File: config.mk
export PLATFORM = sky130hd
export DESIGN_NAME = tpw_wave_gen
export DESIGN_NICKNAME = d
export VERILOG_FILES = /design/src/rtl/tpw_pkg.sv /design/src/rtl/tpw_wave_gen.sv
export VERILOG_INCLUDE_DIRS = /design/src /design/src/rtl
export SDC_FILE = /design/constraint.sdc
export NUM_CORES = 1
export LEC_CHECK = 0
export CAP_MARGIN = 25
export CORE_UTILIZATION = 40
export CTS_CLUSTER_DIAMETER = 120
export DETAILED_ROUTE_END_ITERATION = 8
export DONT_BUFFER_PORTS = 1
export SYNTH_ARGS = -nofsm -noshare
export SYNTH_HDL_FRONTEND = slang
export SYNTH_SLANG_ARGS = --single-unit
File: constraint.sdc
create_clock -name clk_sys -period 10.1 [get_ports clk_sys]
set_input_delay 2.02 -clock clk_sys [delete_from_list [all_inputs] [get_ports clk_sys]]
set_output_delay 2.02 -clock clk_sys [all_outputs]
set_load 0.01 [all_outputs]
File: src/rtl/tpw_map.svh
`ifndef TPW_MAP_SVH
`define TPW_MAP_SVH

// ****************************************************************
// Register indices (byte address is four times the index)
// ****************************************************************
`define TPW_IDX_MASK1     14'h0013
`define TPW_IDX_PEND1     14'h0014
`define TPW_IDX_PIMASK    14'h1fbc
`define TPW_IDX_PIPEND    14'h1fbe
`define TPW_IDX_OUTCFG    14'h1fc0
`define TPW_IDX_CMP1      14'h1fc2
`define TPW_IDX_CMP2      14'h1fc4
`define TPW_IDX_CMP3      14'h1fc6
`define TPW_IDX_RELOAD    14'h1fc8
`define TPW_IDX_COUNT     14'h1fca
`define TPW_IDX_CONTROL   14'h1fcc
`define TPW_IDX_PROTECT   14'h1fce

// ****************************************************************
// Field positions
// ****************************************************************
`define TPW_CTL_DEAD_LSB  0
`define TPW_CTL_DEAD_MSB  9
`define TPW_CTL_ENABLE    11
`define TPW_CTL_EDGE      12
`define TPW_CTL_DIRUP     15
`define TPW_OUT_POL       6
`define TPW_OUT_GPIO_LSB  8
`define TPW_OUT_SYNC      14
`define TPW_PR_PROTEN     0
`define TPW_PR_OUTEN      1
`define TPW_PR_EDGE       2
`define TPW_PR_POL        3
`define TPW_PR_PULLUP     4
`define TPW_M1_FAULT      0
`define TPW_M1_MUXEN      1
`define TPW_PI_GEN        0

// ****************************************************************
// Reset values and timing
// ****************************************************************
`define TPW_RST16         16'h0000
`define TPW_RST8          8'h00
`define TPW_CNT_ONE       16'h0001
`define TPW_CLK_HZ        250000000
`define TPW_EDGE_MAX_HZ   31250
`define TPW_CTR_MAX_HZ    15625
`define TPW_MIN_RELOAD_EDGE (`TPW_CLK_HZ / `TPW_EDGE_MAX_HZ)
`define TPW_MIN_RELOAD_CTR  (`TPW_CLK_HZ / (2 * `TPW_CTR_MAX_HZ))

`endif

File: src/rtl/tpw_pkg.sv
package tpw_pkg;
    // Timebase sequencer states
    typedef enum logic [1:0] {
        TPW_IDLE,
        TPW_UP,
        TPW_DOWN,
        TPW_TURN
    } tpw_state_t;
endpackage

File: src/rtl/tpw_wave_gen.sv
`timescale 1ns/100ps
`include "tpw_map.svh"

module tpw_wave_gen import tpw_pkg::*; #(
    parameter logic [15:0] MIN_RELOAD_EDGE = 16'(`TPW_MIN_RELOAD_EDGE),
    parameter logic [15:0] MIN_RELOAD_CTR  = 16'(`TPW_MIN_RELOAD_CTR)
) (
    input  wire logic        clk_sys,             // System clock, one state per edge
    input  wire logic        rst,                 // Synchronous reset, active high
    input  wire logic [15:0] address,             // Avalon byte address
    input  wire logic        read,                // Avalon read
    input  wire logic        write,               // Avalon write
    input  wire logic [31:0] writedata,           // Avalon write data
    input  wire logic [3:0]  byteenable,          // Avalon byte lanes
    output logic      [31:0] readdata,            // Avalon read data
    output logic             waitrequest,         // Avalon stall
    input  wire logic        external_fault_input, // Asynchronous fault pin
    output logic             phase1_positive_out, // Phase 1 high side
    output logic             phase1_negative_out, // Phase 1 low side
    output logic             phase2_positive_out, // Phase 2 high side
    output logic             phase2_negative_out, // Phase 2 low side
    output logic             phase3_positive_out, // Phase 3 high side
    output logic             phase3_negative_out, // Phase 3 low side
    output logic      [5:0]  pinOeN,              // Pin drive enable, low drives
    output logic             pinPullUp,           // Weak pull-ups applied
    output logic             irqFault,            // Fault interrupt request
    output logic             irqPeripheral        // Muxed peripheral request
);

    // ****************************************************************
    // Bus slave
    // ****************************************************************
    logic        ack_q;
    logic [31:0] rdData_q;
    logic [31:0] rdData_d;
    logic [13:0] idx;
    logic        wrEn;
    logic        rdReq;

    // One wait state: data and side effects land on the acked edge
    assign idx         = address[15:2];
    assign waitrequest = (read | write) & ~ack_q;
    assign wrEn        = write & ack_q;
    assign rdReq       = read & ~ack_q;
    assign readdata    = rdData_q;

    // Byte-lane merge for 16-bit registers
    function automatic logic [15:0] merge16(input logic [15:0] old, input logic [31:0] wd,
                                            input logic [3:0] be);
        merge16 = {be[1] ? wd[15:8] : old[15:8], be[0] ? wd[7:0] : old[7:0]};
    endfunction

    // ****************************************************************
    // Registers
    // ****************************************************************
    logic [7:0]  mask1_q, pend1_q, piMask_q, piPend_q;
    logic [7:0]  mask1_d, pend1_d, piMask_d, piPend_d;
    logic [15:0] outBuf_q, outAct_q, relBuf_q, relAct_q, ctl_q, prot_q;
    logic [15:0] outBuf_d, outAct_d, relBuf_d, relAct_d, ctl_d, prot_d;
    logic [15:0] cmpBuf_q [3];
    logic [15:0] cmpAct_q [3];
    logic [15:0] cnt_q, cnt_d;
    tpw_state_t  state_q, state_d;
    logic        periodEvt;
    logic        faultEvt;
    logic        running;
    logic        stopped;
    logic [15:0] effReload;
    logic [15:0] minReload;
    logic        edgeMode;
    logic [9:0]  deadTime;
    logic        outEn;
    logic        dirUp;
    logic [7:0]  pend1View;

    assign edgeMode  = ctl_q[`TPW_CTL_EDGE];
    assign deadTime  = ctl_q[`TPW_CTL_DEAD_MSB:`TPW_CTL_DEAD_LSB];
    assign outEn     = prot_q[`TPW_PR_OUTEN];
    assign running   = ctl_q[`TPW_CTL_ENABLE] & (relAct_q != `TPW_RST16);
    assign stopped   = ~running | (state_q == TPW_IDLE);
    assign minReload = edgeMode ? MIN_RELOAD_EDGE : MIN_RELOAD_CTR;
    // Short reloads are stretched so the carrier cannot exceed its ceiling
    assign effReload = (relAct_q < minReload) ? minReload : relAct_q;
    assign dirUp     = (state_q == TPW_UP) | (state_q == TPW_TURN);
    assign pend1View = {pend1_q[7:2], |(piPend_q & piMask_q), pend1_q[0]};

    // Software-visible registers; hardware sets beat software clears
    always_comb begin
        mask1_d  = mask1_q;
        piMask_d = piMask_q;
        outBuf_d = outBuf_q;
        relBuf_d = relBuf_q;
        ctl_d    = ctl_q;
        prot_d   = prot_q;
        pend1_d  = pend1_q;
        piPend_d = piPend_q;
        if (wrEn && byteenable[0]) begin
            if (idx == `TPW_IDX_MASK1)  mask1_d  = writedata[7:0];
            if (idx == `TPW_IDX_PIMASK) piMask_d = writedata[7:0];
            if (idx == `TPW_IDX_PEND1)  pend1_d  = writedata[7:0];
            if (idx == `TPW_IDX_PIPEND) piPend_d = writedata[7:0];
        end
        if (wrEn && idx == `TPW_IDX_OUTCFG)  outBuf_d = merge16(outBuf_q, writedata, byteenable);
        if (wrEn && idx == `TPW_IDX_RELOAD)  relBuf_d = merge16(relBuf_q, writedata, byteenable);
        if (wrEn && idx == `TPW_IDX_CONTROL) ctl_d    = merge16(ctl_q, writedata, byteenable);
        if (wrEn && idx == `TPW_IDX_PROTECT) prot_d   = merge16(prot_q, writedata, byteenable);
        ctl_d[`TPW_CTL_DIRUP] = 1'b0;                         // Direction is live, not stored
        if (faultEvt) begin
            prot_d[`TPW_PR_OUTEN] = 1'b0;
            pend1_d[`TPW_M1_FAULT] = 1'b1;
        end
        if (periodEvt) piPend_d[`TPW_PI_GEN] = 1'b1;
        pend1_d[`TPW_M1_MUXEN] = 1'b0;                        // Derived from muxed sources
    end

    // Active copies load at period end or while stopped; the output copy also loads at once while its SYNC bit is clear
    always_comb begin
        relAct_d = relAct_q;
        outAct_d = outAct_q;
        if (stopped || periodEvt) relAct_d = relBuf_q;
        if (!outBuf_q[`TPW_OUT_SYNC] || stopped || periodEvt) outAct_d = outBuf_q;
    end

    // Read mux, sampled in the stall cycle so data stands at the ack edge
    always_comb begin
        rdData_d = 32'h0000_0000;
        case (idx)
            `TPW_IDX_MASK1:   rdData_d[7:0]  = mask1_q;
            `TPW_IDX_PEND1:   rdData_d[7:0]  = pend1View;
            `TPW_IDX_PIMASK:  rdData_d[7:0]  = piMask_q;
            `TPW_IDX_PIPEND:  rdData_d[7:0]  = piPend_q;
            `TPW_IDX_OUTCFG:  rdData_d[15:0] = outBuf_q;
            `TPW_IDX_CMP1:    rdData_d[15:0] = cmpBuf_q[0];
            `TPW_IDX_CMP2:    rdData_d[15:0] = cmpBuf_q[1];
            `TPW_IDX_CMP3:    rdData_d[15:0] = cmpBuf_q[2];
            `TPW_IDX_RELOAD:  rdData_d[15:0] = relBuf_q;
            `TPW_IDX_COUNT:   rdData_d[15:0] = cnt_q;
            `TPW_IDX_CONTROL: rdData_d[15:0] = {dirUp, ctl_q[14:0]};
            `TPW_IDX_PROTECT: rdData_d[15:0] = prot_q;
            default:          rdData_d = 32'h0000_0000;
        endcase
    end

    always_ff @(posedge clk_sys) begin
        if (rst) begin
            ack_q    <= 1'b0;
            rdData_q <= 32'h0000_0000;
        end else begin
            ack_q    <= (read | write) & ~ack_q;
            rdData_q <= rdReq ? rdData_d : rdData_q;
        end
    end

    always_ff @(posedge clk_sys) begin
        if (rst) begin
            mask1_q  <= `TPW_RST8;
            pend1_q  <= `TPW_RST8;
            piMask_q <= `TPW_RST8;
            piPend_q <= `TPW_RST8;
            outBuf_q <= `TPW_RST16;
            outAct_q <= `TPW_RST16;
            relBuf_q <= `TPW_RST16;
            relAct_q <= `TPW_RST16;
            ctl_q    <= `TPW_RST16;
            prot_q   <= `TPW_RST16;
        end else begin
            mask1_q  <= mask1_d;
            pend1_q  <= pend1_d;
            piMask_q <= piMask_d;
            piPend_q <= piPend_d;
            outBuf_q <= outBuf_d;
            outAct_q <= outAct_d;
            relBuf_q <= relBuf_d;
            relAct_q <= relAct_d;
            ctl_q    <= ctl_d;
            prot_q   <= prot_d;
        end
    end

    // ****************************************************************
    // Timebase
    // ****************************************************************
    // Edge mode counts 1..reload; centre mode bounces between them
    always_comb begin
        state_d   = state_q;
        cnt_d     = cnt_q;
        periodEvt = 1'b0;
        case (state_q)
            TPW_IDLE: begin
                cnt_d = edgeMode ? `TPW_CNT_ONE : relBuf_q;
                if (running) state_d = edgeMode ? TPW_UP : TPW_DOWN;
            end
            TPW_UP: begin
                if (cnt_q >= effReload) begin
                    periodEvt = 1'b1;
                    cnt_d     = edgeMode ? `TPW_CNT_ONE : cnt_q - `TPW_CNT_ONE;
                    state_d   = edgeMode ? TPW_UP : TPW_DOWN;
                end else begin
                    cnt_d = cnt_q + `TPW_CNT_ONE;
                end
            end
            TPW_DOWN: begin
                if (cnt_q <= `TPW_CNT_ONE) state_d = TPW_TURN;
                else cnt_d = cnt_q - `TPW_CNT_ONE;
            end
            TPW_TURN: begin
                // One state of dwell at the bottom before counting up
                state_d = TPW_UP;
                cnt_d   = cnt_q + `TPW_CNT_ONE;
            end
            default: state_d = TPW_IDLE;
        endcase
        if (!running) state_d = TPW_IDLE;
    end

    always_ff @(posedge clk_sys) begin
        if (rst) begin
            state_q <= TPW_IDLE;
            cnt_q   <= `TPW_RST16;
        end else begin
            state_q <= state_d;
            cnt_q   <= cnt_d;
        end
    end

    // ****************************************************************
    // Phase channels and dead time
    // ****************************************************************
    logic [2:0]  wfg_q, wfgPrev_q, even, odd;
    logic [9:0]  dtCnt_q [3];
    logic [5:0]  pinRaw;

    for (genvar p = 0; p < 3; p++) begin : g_phase
        logic wfg_d;
        logic match;
        logic dtOk;
        // Each phase compares against its own active compare value
        assign match = (cnt_q == cmpAct_q[p]);
        always_comb begin
            wfg_d = wfg_q[p];
            if (state_q == TPW_IDLE) wfg_d = 1'b0;
            else if (state_q == TPW_TURN || (edgeMode && periodEvt)) wfg_d = 1'b1;
            else if (state_q == TPW_UP && match) wfg_d = 1'b0;
            else if (state_q == TPW_DOWN && match) wfg_d = 1'b1;
        end
        assign dtOk    = (dtCnt_q[p] == 10'h000);
        assign even[p] = wfg_q[p] & dtOk;
        assign odd[p]  = ~wfg_q[p] & dtOk;
        assign pinRaw[2*p]   = odd[p];
        assign pinRaw[2*p+1] = even[p];
        always_ff @(posedge clk_sys) begin
            if (rst) begin
                wfg_q[p]     <= 1'b0;
                wfgPrev_q[p] <= 1'b0;
                dtCnt_q[p]   <= 10'h000;
                cmpBuf_q[p]  <= `TPW_RST16;
                cmpAct_q[p]  <= `TPW_RST16;
            end else begin
                wfg_q[p]     <= wfg_d;
                wfgPrev_q[p] <= wfg_q[p];
                // Reload as the waveform edge is made, so no pin pair switches with zero gap
                if (wfg_d != wfg_q[p]) dtCnt_q[p] <= deadTime;
                else if (!dtOk) dtCnt_q[p] <= dtCnt_q[p] - 10'h001;
                if (wrEn && idx == `TPW_IDX_CMP1 + 14'(2 * p))
                    cmpBuf_q[p] <= merge16(cmpBuf_q[p], writedata, byteenable);
                if (stopped || periodEvt) cmpAct_q[p] <= cmpBuf_q[p];
            end
        end
    end

    // ****************************************************************
    // Protection
    // ****************************************************************
    logic faultS1_q, faultS2_q, faultActPrev_q, faultAct;

    // Level or edge, high or low sense, all chosen in software
    assign faultAct = prot_q[`TPW_PR_POL] ? faultS2_q : ~faultS2_q;
    assign faultEvt = prot_q[`TPW_PR_PROTEN] &
                      (prot_q[`TPW_PR_EDGE] ? (faultAct & ~faultActPrev_q) : faultAct);

    always_ff @(posedge clk_sys) begin
        if (rst) begin
            faultS1_q      <= 1'b0;
            faultS2_q      <= 1'b0;
            faultActPrev_q <= 1'b0;
        end else begin
            faultS1_q      <= external_fault_input;
            faultS2_q      <= faultS1_q;
            faultActPrev_q <= faultAct;
        end
    end

    // ****************************************************************
    // Pins and interrupts
    // ****************************************************************
    logic [5:0] pin_q, pin_d, oeN_q, oeN_d;
    logic       pull_q;
    logic       pol;

    assign pol = outAct_q[`TPW_OUT_POL];
    // Unselected pins carry a plain level; disabled ones go inactive or float
    always_comb begin
        for (int j = 0; j < 6; j++) begin
            oeN_d[j] = 1'b0;
            if (!outAct_q[j]) pin_d[j] = outAct_q[`TPW_OUT_GPIO_LSB + j];
            else if (outEn) pin_d[j] = pinRaw[j] ? pol : ~pol;
            else begin
                pin_d[j] = ~pol;
                oeN_d[j] = prot_q[`TPW_PR_PULLUP];
            end
        end
    end

    always_ff @(posedge clk_sys) begin
        if (rst) begin
            pin_q  <= 6'h00;
            oeN_q  <= 6'h00;
            pull_q <= 1'b0;
        end else begin
            pin_q  <= pin_d;
            oeN_q  <= oeN_d;
            pull_q <= ~outEn & prot_q[`TPW_PR_PULLUP];
        end
    end

    assign {phase3_positive_out, phase3_negative_out, phase2_positive_out,
            phase2_negative_out, phase1_positive_out, phase1_negative_out} = pin_q;
    assign pinOeN        = oeN_q;
    assign pinPullUp     = pull_q;
    assign irqFault      = pend1_q[`TPW_M1_FAULT] & mask1_q[`TPW_M1_FAULT];
    assign irqPeripheral = pend1View[`TPW_M1_MUXEN] & mask1_q[`TPW_M1_MUXEN];

    logic dtOk_any;
    assign dtOk_any = (dtCnt_q[0] == 10'h000);
endmodule

==> impl_metrics.py, run 1 <==
metrics = {
    "synthesis": {
        "synthesis.area_sq_um": 15400,
        "synth.top_cell.area_share_pct": 24.6,
        "postSynth.asyncResetShare_pct": 0,
        "synth.top_cells.by_area": "sky130_fd_sc_hd__edfxtp_1, sky130_fd_sc_hd__dfxtp_1, sky130_fd_sc_hd__nand2_1",
        "syn-instance-count": 1639,
        "post_synth.cell_area_avg_sq_um": 9.39,
        "synth-edff-count": 126,
        "total_of_warnings_raised_by_yosys": 0,
        "synth_top_area_cell": "sky130_fd_sc_hd__edfxtp_1",
        "number_of_flip_flops_and_latches_in_the_synthesized_netlist": 303,
        "synthDistinctLibCells": 79,
        "primary_ff_master_synth": "sky130_fd_sc_hd__dfxtp_1",
        "yosysSeqAreaShare_pct": 47.6,
    },
    "layout": {
        "reg.largest.list": "cmpAct_q x48, cmpBuf_q x48, dtCnt_q x30",
        "multi_input_comb_area_sq_um": 7550,
        "most-common-layout-cells": "sky130_fd_sc_hd__nand2_1, sky130_fd_sc_hd__dfxtp_1, sky130_fd_sc_hd__a21oi_1",
        "drive_gt1_share_pct": 6.81,
        "fin_nets": 1670,
        "layout.cells.most_common": "sky130_fd_sc_hd__nand2_1",
        "area.growth.synth_to_final_pct": 9.26,
        "final_util_pct": 44.5,
        "antennaDiodeCount": 0,
        "fillCellCount": 3659,
        "ff_latch_area_sq_um": 7330,
    },
    "cts": {
        "postCtsHoldBufs": 0,
        "cts_tree": "done",
        "clkLatencyLatePin_ns": 0.57,
        "clock_tree.buffer_depth": 3,
        "buffer_count_from_post_cts_setup_fixing": 0,
        "clk_pin_slew_ns": 0.06,
        "cts-buffers-inserted": 31,
        "cts_resized": 0,
        "clock_sinks": 303,
        "clock-root-buffer": "sky130_fd_sc_hd__clkbuf_16",
        "cts_htree_levels": 1,
    },
    "floorplanning": {
        "io_pins": 105,
        "core_region_area_sq_um": 37800,
        "initial_utilization_pct": 40.8,
        "std_cell_rows": 71,
        "die_height_um": 198,
        "die_width_um": 198,
        "die_area_sq_um": 39300,
    },
    "sta": {
        "worst_slew_margin_rel_pct": 28.0,
        "max_clock_freq_mhz": 231,
        "worst_slew_pin_slew_ns": 1.08,
        "totalNegativeSetupSlack_ns": 0,
        "final_period_minus_worst_setup_slack_ns": 4.33,
        "grt_setup_unrepaired": "false",
        "final-setup-viol-count": 0,
        "hold_viol": 0,
        "postLayoutSetupSlackWorst_ns": 5.77,
        "finalCritPeriodShare_pct": 42.9,
        "finalHoldWorstSlack_ns": 0.438,
        "final.setup_skew_ns": 0.0118,
        "slew_viol_final": 0,
    },
    "critical_path": {
        "endpoint_kind": "register",
        "worstPathMaxFanout": 18,
        "cp.required_ns": 10.54,
        "critPathLaunchType": "primary input",
        "cp_data_arrival_time_ns": 4.77,
        "timing.setup.critical_path_class": "in2reg",
    },
    "place": {
        "pre_cts_worst_setup_slack_ns": 5.02,
        "rd_place_congestion": 0.896,
        "detailed_placement_wirelength_estimate_um": 33000,
        "io_buffers": 0,
    },
    "route": {
        "routedWlPerCell_um": 22.0,
        "route.antenna.remaining_nets": 0,
        "num_vias": 12278,
        "post-route-drc-count": 0,
        "drtPass1Iterations": 5,
        "drt_iter0_markers": 1152,
        "routed_wl_um": 46900,
        "avgViaCountPerCell": 5.77,
    },
    "job": {
        "drv.max_cap_violation_count": 0,
    },
    "power": {
        "power.static_leakage_nw": 5.85,
        "power_density_nw_per_um2": 169,
        "vdd_drop_max_uv": 114,
    },
    "grt": {
        "grt_start_max_net_pins": 191,
        "aggregate_global_route_resource_usage_pct": 23.7,
        "antenna_found_initial": 1,
        "grt_pass1_wl_um": 70600,
        "first_global_vias": 11636,
        "grt_overflow_total": 0,
    },
    "hold_path": {
        "hp-class": "reg2reg",
    },
    "outcome": {
        "run_status": "finished clean",
    },
}
[critical path: stages]
cell                      delay (ns)
sky130_fd_sc_hd__nor3b_2        0.38
sky130_fd_sc_hd__nand4_1        0.44
sky130_fd_sc_hd__nor3_4         0.88
sky130_fd_sc_hd__nor3b_2        0.68
sky130_fd_sc_hd__buf_6          0.23
sky130_fd_sc_hd__and2_1         0.14
[power breakdown]
part	total, mW	switching, mW	internal (mW)
clock network	1.16	0.500	0.656
registers	1.40	0.0472	1.36
logic	0.279	0.158	0.122
total	2.84	0.705	2.13
[metal layers]
layer | up-vias | part of all wire (%) | GRT usage (%)
met5 | - | 0 | 0
met1 | 5941 | 42 | 31.5
met4 | 0 | 4.0 | 9.65
met2 | 481 | 47 | 38.9
met3 | 103 | 6.8 | 3.17
li1 | 5753 | - | -
[cell usage after synthesis, drive strengths merged, types with 18 or more instances]
cell,n
nand4,19
nand2,237
and2,112
mux2i,49
nand3,48
buf,35
nor2,102
a22oi,48
a21oi,127
ha,22
dfxtp,177
a221oi,21
a21o,21
xnor2,78
o21ai,51
nor3,45
and3,19
xor2,18
clkbuf,83
edfxtp,126
[metrics by stage]
step / instance area [sq um] / cells / power [mW]
after floorplan: 15400 / 1654 / 1.67
after global placement: 15700 / 2061 / 1.70
after detailed placement: 15700 / 2065 / 1.71
after CTS: 16700 / 2123 / 2.85
after global routing: 16800 / 2127 / 2.95
final: 16800 / 2127 / 2.84
[path summary, 6_finish.rpt]
kind / from / endpoint / slack [ns] / cells after the start
max reg2reg: relAct_q[15] / cmpAct_q[2][10] / 5.89 / 11
min: faultS1_q / faultS2_q / 0.44 / 1
min reg2reg: faultS1_q / faultS2_q / 0.44 / 1
max: address[7] / cmpBuf_q[0][2] / 5.77 / 6
[cell type report]
class | count | share of cell area [%]
multi-input combinational | 1216 | 44.9
sequential | 303 | 43.6
clock inverter | 13 | 0.476
timing repair buffer | 22 | 1.18
inverter | 17 | 0.380
tap | 511 | 3.80
clock buffer | 45 | 5.66
[cells by family (layout without fill, tap and decap cells)]
logic type | Yosys count | in the layout | synth area share, %
other | 1 | 16 | 0.0244
multiplexers | 53 | 53 | 3.48
flip-flops | 303 | 303 | 47.6
AND/OR/NAND/NOR | 672 | 672 | 22.3
buffers and inverters | 135 | 97 | 3.81
XOR/XNOR | 96 | 96 | 5.46
AO/OA/AOI/OAI | 357 | 357 | 15.5
adder cells (fa/ha/maj) | 22 | 22 | 1.79
Power figures use the tool's default switching activity.
==> inputs of run 2 (changes only) <==
==> constraint.sdc (replaced) <==
create_clock -name clk_sys -period 3.9 [get_ports clk_sys]
set_input_delay 0.78 -clock clk_sys [delete_from_list [all_inputs] [get_ports clk_sys]]
set_output_delay 0.78 -clock clk_sys [all_outputs]
set_load 0.01 [all_outputs]
==> impl_metrics.py, run 2 (same netlist as run 1, synthesis figures left out) <==
metrics = {
    "place": {
        "detailed_placement_wirelength_estimate_um": 33500,
        "io_buffers": 0,
        "place_inst": 2101,
        "rd_place_congestion": 0.899,
    },
    "route": {
        "routed_wl_um": 47400,
        "num_vias": 12435,
        "avgViaCountPerCell": 5.75,
        "route.antenna.remaining_nets": 0,
        "drt_iter0_markers": 1127,
        "drtPass1Iterations": 8,
        "routedWlPerCell_um": 21.9,
        "post-route-drc-count": 0,
    },
    "sta": {
        "final.setup_skew_ns": 0.0183,
        "finalCritPeriodShare_pct": 89.7,
        "final-setup-viol-count": 0,
        "worst_slew_pin_slew_ns": 0.969,
        "grt_setup_unrepaired": "false",
        "worst_slew_margin_rel_pct": 34.9,
        "totalNegativeSetupSlack_ns": 0,
        "final_period_minus_worst_setup_slack_ns": 3.50,
        "slew_viol_final": 0,
        "hold_viol": 0,
        "max_clock_freq_mhz": 286,
    },
    "floorplanning": {
        "initial_utilization_pct": 40.8,
        "io_pins": 105,
        "die_height_um": 198,
        "std_cell_rows": 71,
        "die_area_sq_um": 39300,
        "die_width_um": 198,
        "core_region_area_sq_um": 37800,
    },
    "cts": {
        "clk_pin_slew_ns": 0.06,
        "clock_sinks": 303,
        "clock_tree.buffer_depth": 3,
        "clock-root-buffer": "sky130_fd_sc_hd__clkbuf_16",
        "buffer_count_from_post_cts_setup_fixing": 0,
        "cts_resized": 0,
        "clkLatencyLatePin_ns": 0.54,
        "cts-buffers-inserted": 34,
        "cts_htree_levels": 2,
        "cts_tree": "done",
        "postCtsHoldBufs": 0,
    },
    "layout": {
        "reg.largest.list": "cmpAct_q x48, cmpBuf_q x48, dtCnt_q x30",
        "layout.cells.most_common": "sky130_fd_sc_hd__nand2_1",
        "area.growth.synth_to_final_pct": 11.1,
        "most-common-layout-cells": "sky130_fd_sc_hd__nand2_1, sky130_fd_sc_hd__dfxtp_1, sky130_fd_sc_hd__a21oi_1",
        "drive_gt1_share_pct": 8.17,
        "fin_nets": 1705,
        "instances_no_fill": 2164,
    },
    "job": {
        "drv.max_cap_violation_count": 0,
    },
    "grt": {
        "grt_start_max_net_pins": 191,
        "aggregate_global_route_resource_usage_pct": 24.3,
        "first_global_vias": 11930,
        "grt_pass1_wl_um": 72100,
        "antenna_found_initial": 0,
        "grt_overflow_total": 0,
    },
    "critical_path": {
        "endpoint_kind": "register",
        "cp_data_arrival_time_ns": 3.64,
        "cp.required_ns": 4.04,
        "timing.setup.critical_path_class": "reg2reg",
        "critPathLaunchType": "register",
        "worstPathMaxFanout": 10,
    },
    "power": {
        "design_internal_power_mw": 5.69,
        "share_seq_of_total_power_pct": 48.0,
        "power_density_nw_per_um2": 443,
        "switching_fraction_of_total_power_pct": 24.9,
        "power.static_leakage_nw": 6.03,
        "net_switching_power_of_the_design_mw": 1.88,
        "part_of_the_total_power_dissipated_in_combinational_logic_pct": 9.9,
        "power_mw": 7.57,
        "vdd_drop_max_uv": 283,
        "p_clk_share_pct": 42.1,
    },
    "hold_path": {
        "hp-class": "in2reg",
    },
    "outcome": {
        "run_status": "finished clean",
    },
}
run 2: changes by cell type in the layout (fill, tap and decap cells not counted), moves of 3 or more:
cell / change
sky130_fd_sc_hd__buf_4: +35
sky130_fd_sc_hd__clkbuf_1: +7
sky130_fd_sc_hd__clkinv_1: +3
sky130_fd_sc_hd__clkinv_2: -3
run 2: power groups by stage:
stage               clock network (mW)  logic (mW)  registers [mW]
finish                            3.18       0.752            3.63
global route                      3.35       0.859            3.66
CTS                               3.22       0.754            3.63
detailed placement                   0       0.747            3.70
global placement                     0       0.731            3.69
floorplan                            0       0.648            3.67
run 2: final cells by class:
cell class / instances / area (sq um)
inverter: 17 / 63.8
sequential: 303 / 7330
tap: 511 / 639
clock inverter: 12 / 154
antenna: 1 / 2.50
multi-input combinational: 1216 / 7540
clock buffer: 50 / 951
fill: 3656 / 20700
timing repair buffer: 54 / 418
run 2: worst max-delay path, cell delays in order (launching register included):
cell	delay, ns
sky130_fd_sc_hd__dfxtp_1	0.32
sky130_fd_sc_hd__nor3_2	0.23
sky130_fd_sc_hd__buf_4	0.18
sky130_fd_sc_hd__nor2_1	0.05
sky130_fd_sc_hd__ha_1	0.32
sky130_fd_sc_hd__nand4_1	0.22
sky130_fd_sc_hd__nor4_4	0.38
sky130_fd_sc_hd__o31ai_4	0.16
sky130_fd_sc_hd__a31oi_1	0.40
sky130_fd_sc_hd__o211ai_1	0.27
sky130_fd_sc_hd__nor2_4	0.19
sky130_fd_sc_hd__nand3b_1	0.38
run 2: path summary, 6_finish.rpt:
check / startpoint / endpoint / slack [ns] / depth (start not counted)
worst max-delay path: relAct_q[15] / dtCnt_q[1][9] / 0.40 / 11
worst min-delay path: rst / pin_q[2] / 0.37 / 1
worst max register to register: relAct_q[15] / dtCnt_q[1][9] / 0.40 / 11
worst min register to register: faultS1_q / faultS2_q / 0.44 / 1
run 2: stage by stage:
stage	hold WS (ns)	worst slack [ns]	area [sq um]	util (%)
after detailed placement	0.426	0.390	16000	42.4
after floorplan	0.414	0.222	15400	-
after CTS	0.319	0.363	17100	45.3
final	0.368	0.401	17100	45.3
after global routing	0.323	0.111	17100	45.3
after global placement	0.433	0.456	16000	42.4
run 2: per-layer routing:
| metal | vias up | track usage, % | wire, um |
|---|---|---|---|
| met2 | 516 | 40.5 | 22500 |
| met5 | - | 0 | 0 |
| met3 | 92 | 4.41 | 3340 |
| met4 | 0 | 9.45 | 1710 |
| li1 | 5818 | - | - |
| met1 | 6009 | 31.1 | 19900 |
==> inputs of run 3 (changes only) <==
--- a/config.mk
+++ b/config.mk
@@ -7,6 +7,7 @@
 export NUM_CORES = 1
 export LEC_CHECK = 0
 export CAP_MARGIN = 25
+export CORE_ASPECT_RATIO = 1.5
 export CORE_UTILIZATION = 40
 export CTS_CLUSTER_DIAMETER = 120
 export DETAILED_ROUTE_END_ITERATION = 8
==> constraint.sdc (replaced) <==
create_clock -name clk_sys -period 3.9 [get_ports clk_sys]
set_input_delay 0.195 -clock clk_sys [delete_from_list [all_inputs] [get_ports clk_sys]]
set_output_delay 0.195 -clock clk_sys [all_outputs]
set_load 0.01 [all_outputs]
==> impl_metrics.py, run 3 (same netlist as run 1, synthesis figures left out) <==
metrics = {
    "floorplanning": {
        "initial_utilization_pct": 40.7,
        "io_pins": 105,
        "die_width_um": 162,
        "die_height_um": 242,
        "std_cell_rows": 87,
        "die_area_sq_um": 39300,
        "core_region_area_sq_um": 37800,
    },
    "layout": {
        "instances_no_fill": 2152,
        "ff_latch_area_sq_um": 7330,
        "drive_gt1_share_pct": 7.77,
        "area.growth.synth_to_final_pct": 11.4,
        "multi_input_comb_area_sq_um": 7550,
        "final_util_pct": 45.4,
        "most-common-layout-cells": "sky130_fd_sc_hd__nand2_1, sky130_fd_sc_hd__dfxtp_1, sky130_fd_sc_hd__a21oi_1",
        "fillCellCount": 3582,
        "fin_nets": 1717,
        "fin_area_sq_um": 17100,
        "layout.cells.most_common": "sky130_fd_sc_hd__nand2_1",
        "reg.largest.list": "cmpAct_q x48, cmpBuf_q x48, dtCnt_q x30",
    },
    "critical_path": {
        "critPathMaxStageDelay_ns": 0.39,
        "critical_path.n_buffers_inverters": 1,
        "timing.critical_path.slowest_stage_cell": "sky130_fd_sc_hd__nor4_4",
        "worstPathMaxFanout": 10,
        "cp_data_arrival_time_ns": 3.78,
        "timing.critical_path.max_delay_family": "simple AND/OR/NAND/NOR gates",
        "critPathLaunchType": "register",
        "endpoint_kind": "register",
        "timing.setup.critical_path_class": "reg2reg",
        "crit_path_cell_trace": "nor3_2 -> buf_4 -> nor2_1 -> ha_1 -> nand4_1 -> nor4_4 -> o31ai_4 -> a31oi_1 -> o211ai_1 -> nor2_4 -> nand3b_1",
        "cp.required_ns": 4.09,
    },
    "route": {
        "post-route-drc-count": 0,
        "wl_met1_um": 17900,
        "routed-wl-met3_um": 2710,
        "drt_iter0_markers": 1069,
        "num_vias": 12404,
        "routed_wl_um": 48700,
        "avgViaCountPerCell": 5.76,
        "route.antenna.remaining_nets": 0,
        "detailroute.wirelength.met2_um": 24600,
        "top_layer": "met4",
        "routedWlPerCell_um": 22.6,
        "drtPass1Iterations": 6,
    },
    "grt": {
        "grt_overflow_total": 0,
        "antenna_found_initial": 2,
        "aggregate_global_route_resource_usage_pct": 24.8,
        "grt_pass1_wl_um": 73300,
        "grt_start_max_net_pins": 163,
        "first_global_vias": 12113,
    },
    "cts": {
        "cts-buffers-inserted": 29,
        "clock-root-buffer": "sky130_fd_sc_hd__clkbuf_16",
        "clk_pin_slew_ns": 0.07,
        "buffer_count_from_post_cts_setup_fixing": 0,
        "cts_htree_levels": 1,
        "cts_tree": "done",
        "clkLatencyLatePin_ns": 0.57,
        "clock_tree.buffer_depth": 3,
        "clock_sinks": 303,
    },
    "sta": {
        "final_period_minus_worst_setup_slack_ns": 3.60,
        "grt_setup_unrepaired": "false",
        "worst_slew_pin_slew_ns": 0.961,
        "final.setup_skew_ns": 0.0147,
        "totalNegativeSetupSlack_ns": 0,
        "slew_viol_final": 0,
        "worst_slew_margin_rel_pct": 35.4,
        "final-setup-viol-count": 0,
        "max_clock_freq_mhz": 278,
        "hold_viol": 0,
        "finalCritPeriodShare_pct": 92.2,
    },
    "power": {
        "vdd_drop_max_uv": 343,
        "power.static_leakage_nw": 6.04,
        "power_density_nw_per_um2": 429,
    },
    "place": {
        "place_inst": 2075,
        "rd_place_congestion": 0.910,
        "io_buffers": 0,
        "detailed_placement_wirelength_estimate_um": 34600,
        "placed_area_sq_um": 15900,
    },
    "hold_path": {
        "hp-class": "in2reg",
    },
    "outcome": {
        "run_status": "finished clean",
    },
    "job": {
        "drv.max_cap_violation_count": 0,
    },
}
==> run 3: cell types whose count changed in the layout (fill, tap and decap cells not counted), moves of 4 or more <==
cell,before,now
sky130_fd_sc_hd__clkbuf_16,34,30
sky130_fd_sc_hd__buf_4,53,49
sky130_fd_sc_hd__dlygate4sd3_1,0,20
sky130_fd_sc_hd__clkbuf_1,12,7
==> run 3: worst register-to-register path, cell delays in order (launching register included) <==
cell,delay [ns]
sky130_fd_sc_hd__dfxtp_1,0.33
sky130_fd_sc_hd__nor3_2,0.28
sky130_fd_sc_hd__buf_4,0.19
sky130_fd_sc_hd__nor2_1,0.05
sky130_fd_sc_hd__ha_1,0.31
sky130_fd_sc_hd__nand4_1,0.20
sky130_fd_sc_hd__nor4_4,0.39
sky130_fd_sc_hd__o31ai_4,0.17
sky130_fd_sc_hd__a31oi_1,0.39
sky130_fd_sc_hd__o211ai_1,0.26
sky130_fd_sc_hd__nor2_4,0.26
sky130_fd_sc_hd__nand3b_1,0.39
==> run 3: report_power, final <==
part / switching, mW / internal (mW) / leakage (nW)
Sequential: 0.123 / 3.51 / 2.84
Clock: 1.25 / 1.65 / 0.472
Combinational: 0.484 / 0.344 / 2.73
Total: 1.86 / 5.50 / 6.04
==> run 3: metal layers <==
layer,vias up,global-route usage (%)
li1,5839,-
met1,5969,27.3
met2,464,44.0
met3,132,3.08
met4,0,16.7
met5,-,0
==> run 3: path summary, 6_finish.rpt <==
kind	endpoint	start	cells after the start	slack, ns
max	dtCnt_q[1][8]	relAct_q[15]	11	0.30
min	dtCnt_q[2][5]	rst	3	0.03
max reg2reg	dtCnt_q[1][8]	relAct_q[15]	11	0.30
min reg2reg	faultS2_q	faultS1_q	1	0.44
==> run 3: final cells by class <==
type	instances	area share, %
multi-input combinational	1216	44.1
sequential	303	42.8
clock buffer	39	4.69
timing repair buffer	71	3.59
tap	489	3.57
clock inverter	15	0.913
inverter	17	0.372
antenna	2	0.0292
==> run 3: what timing repair did <==
action | CTS | global route
endpoints found under the setup margin | 0 | 10
endpoints found under the hold margin | 222 | 0
hold buffers | 21 | 0
gates resized for setup | 0 | 1
==> run 3: through the flow <==
stage / hold slack [ns] / power (mW) / setup slack (ns)
floorplan: 0.323 / 4.31 / 0.222
global placement: 0.296 / 4.43 / 0.306
detailed placement: 0.304 / 4.44 / 0.207
CTS: 0.00273 / 7.40 / 0.203
global route: 0.0400 / 7.64 / 0.0235
finish: 0.0299 / 7.36 / 0.305
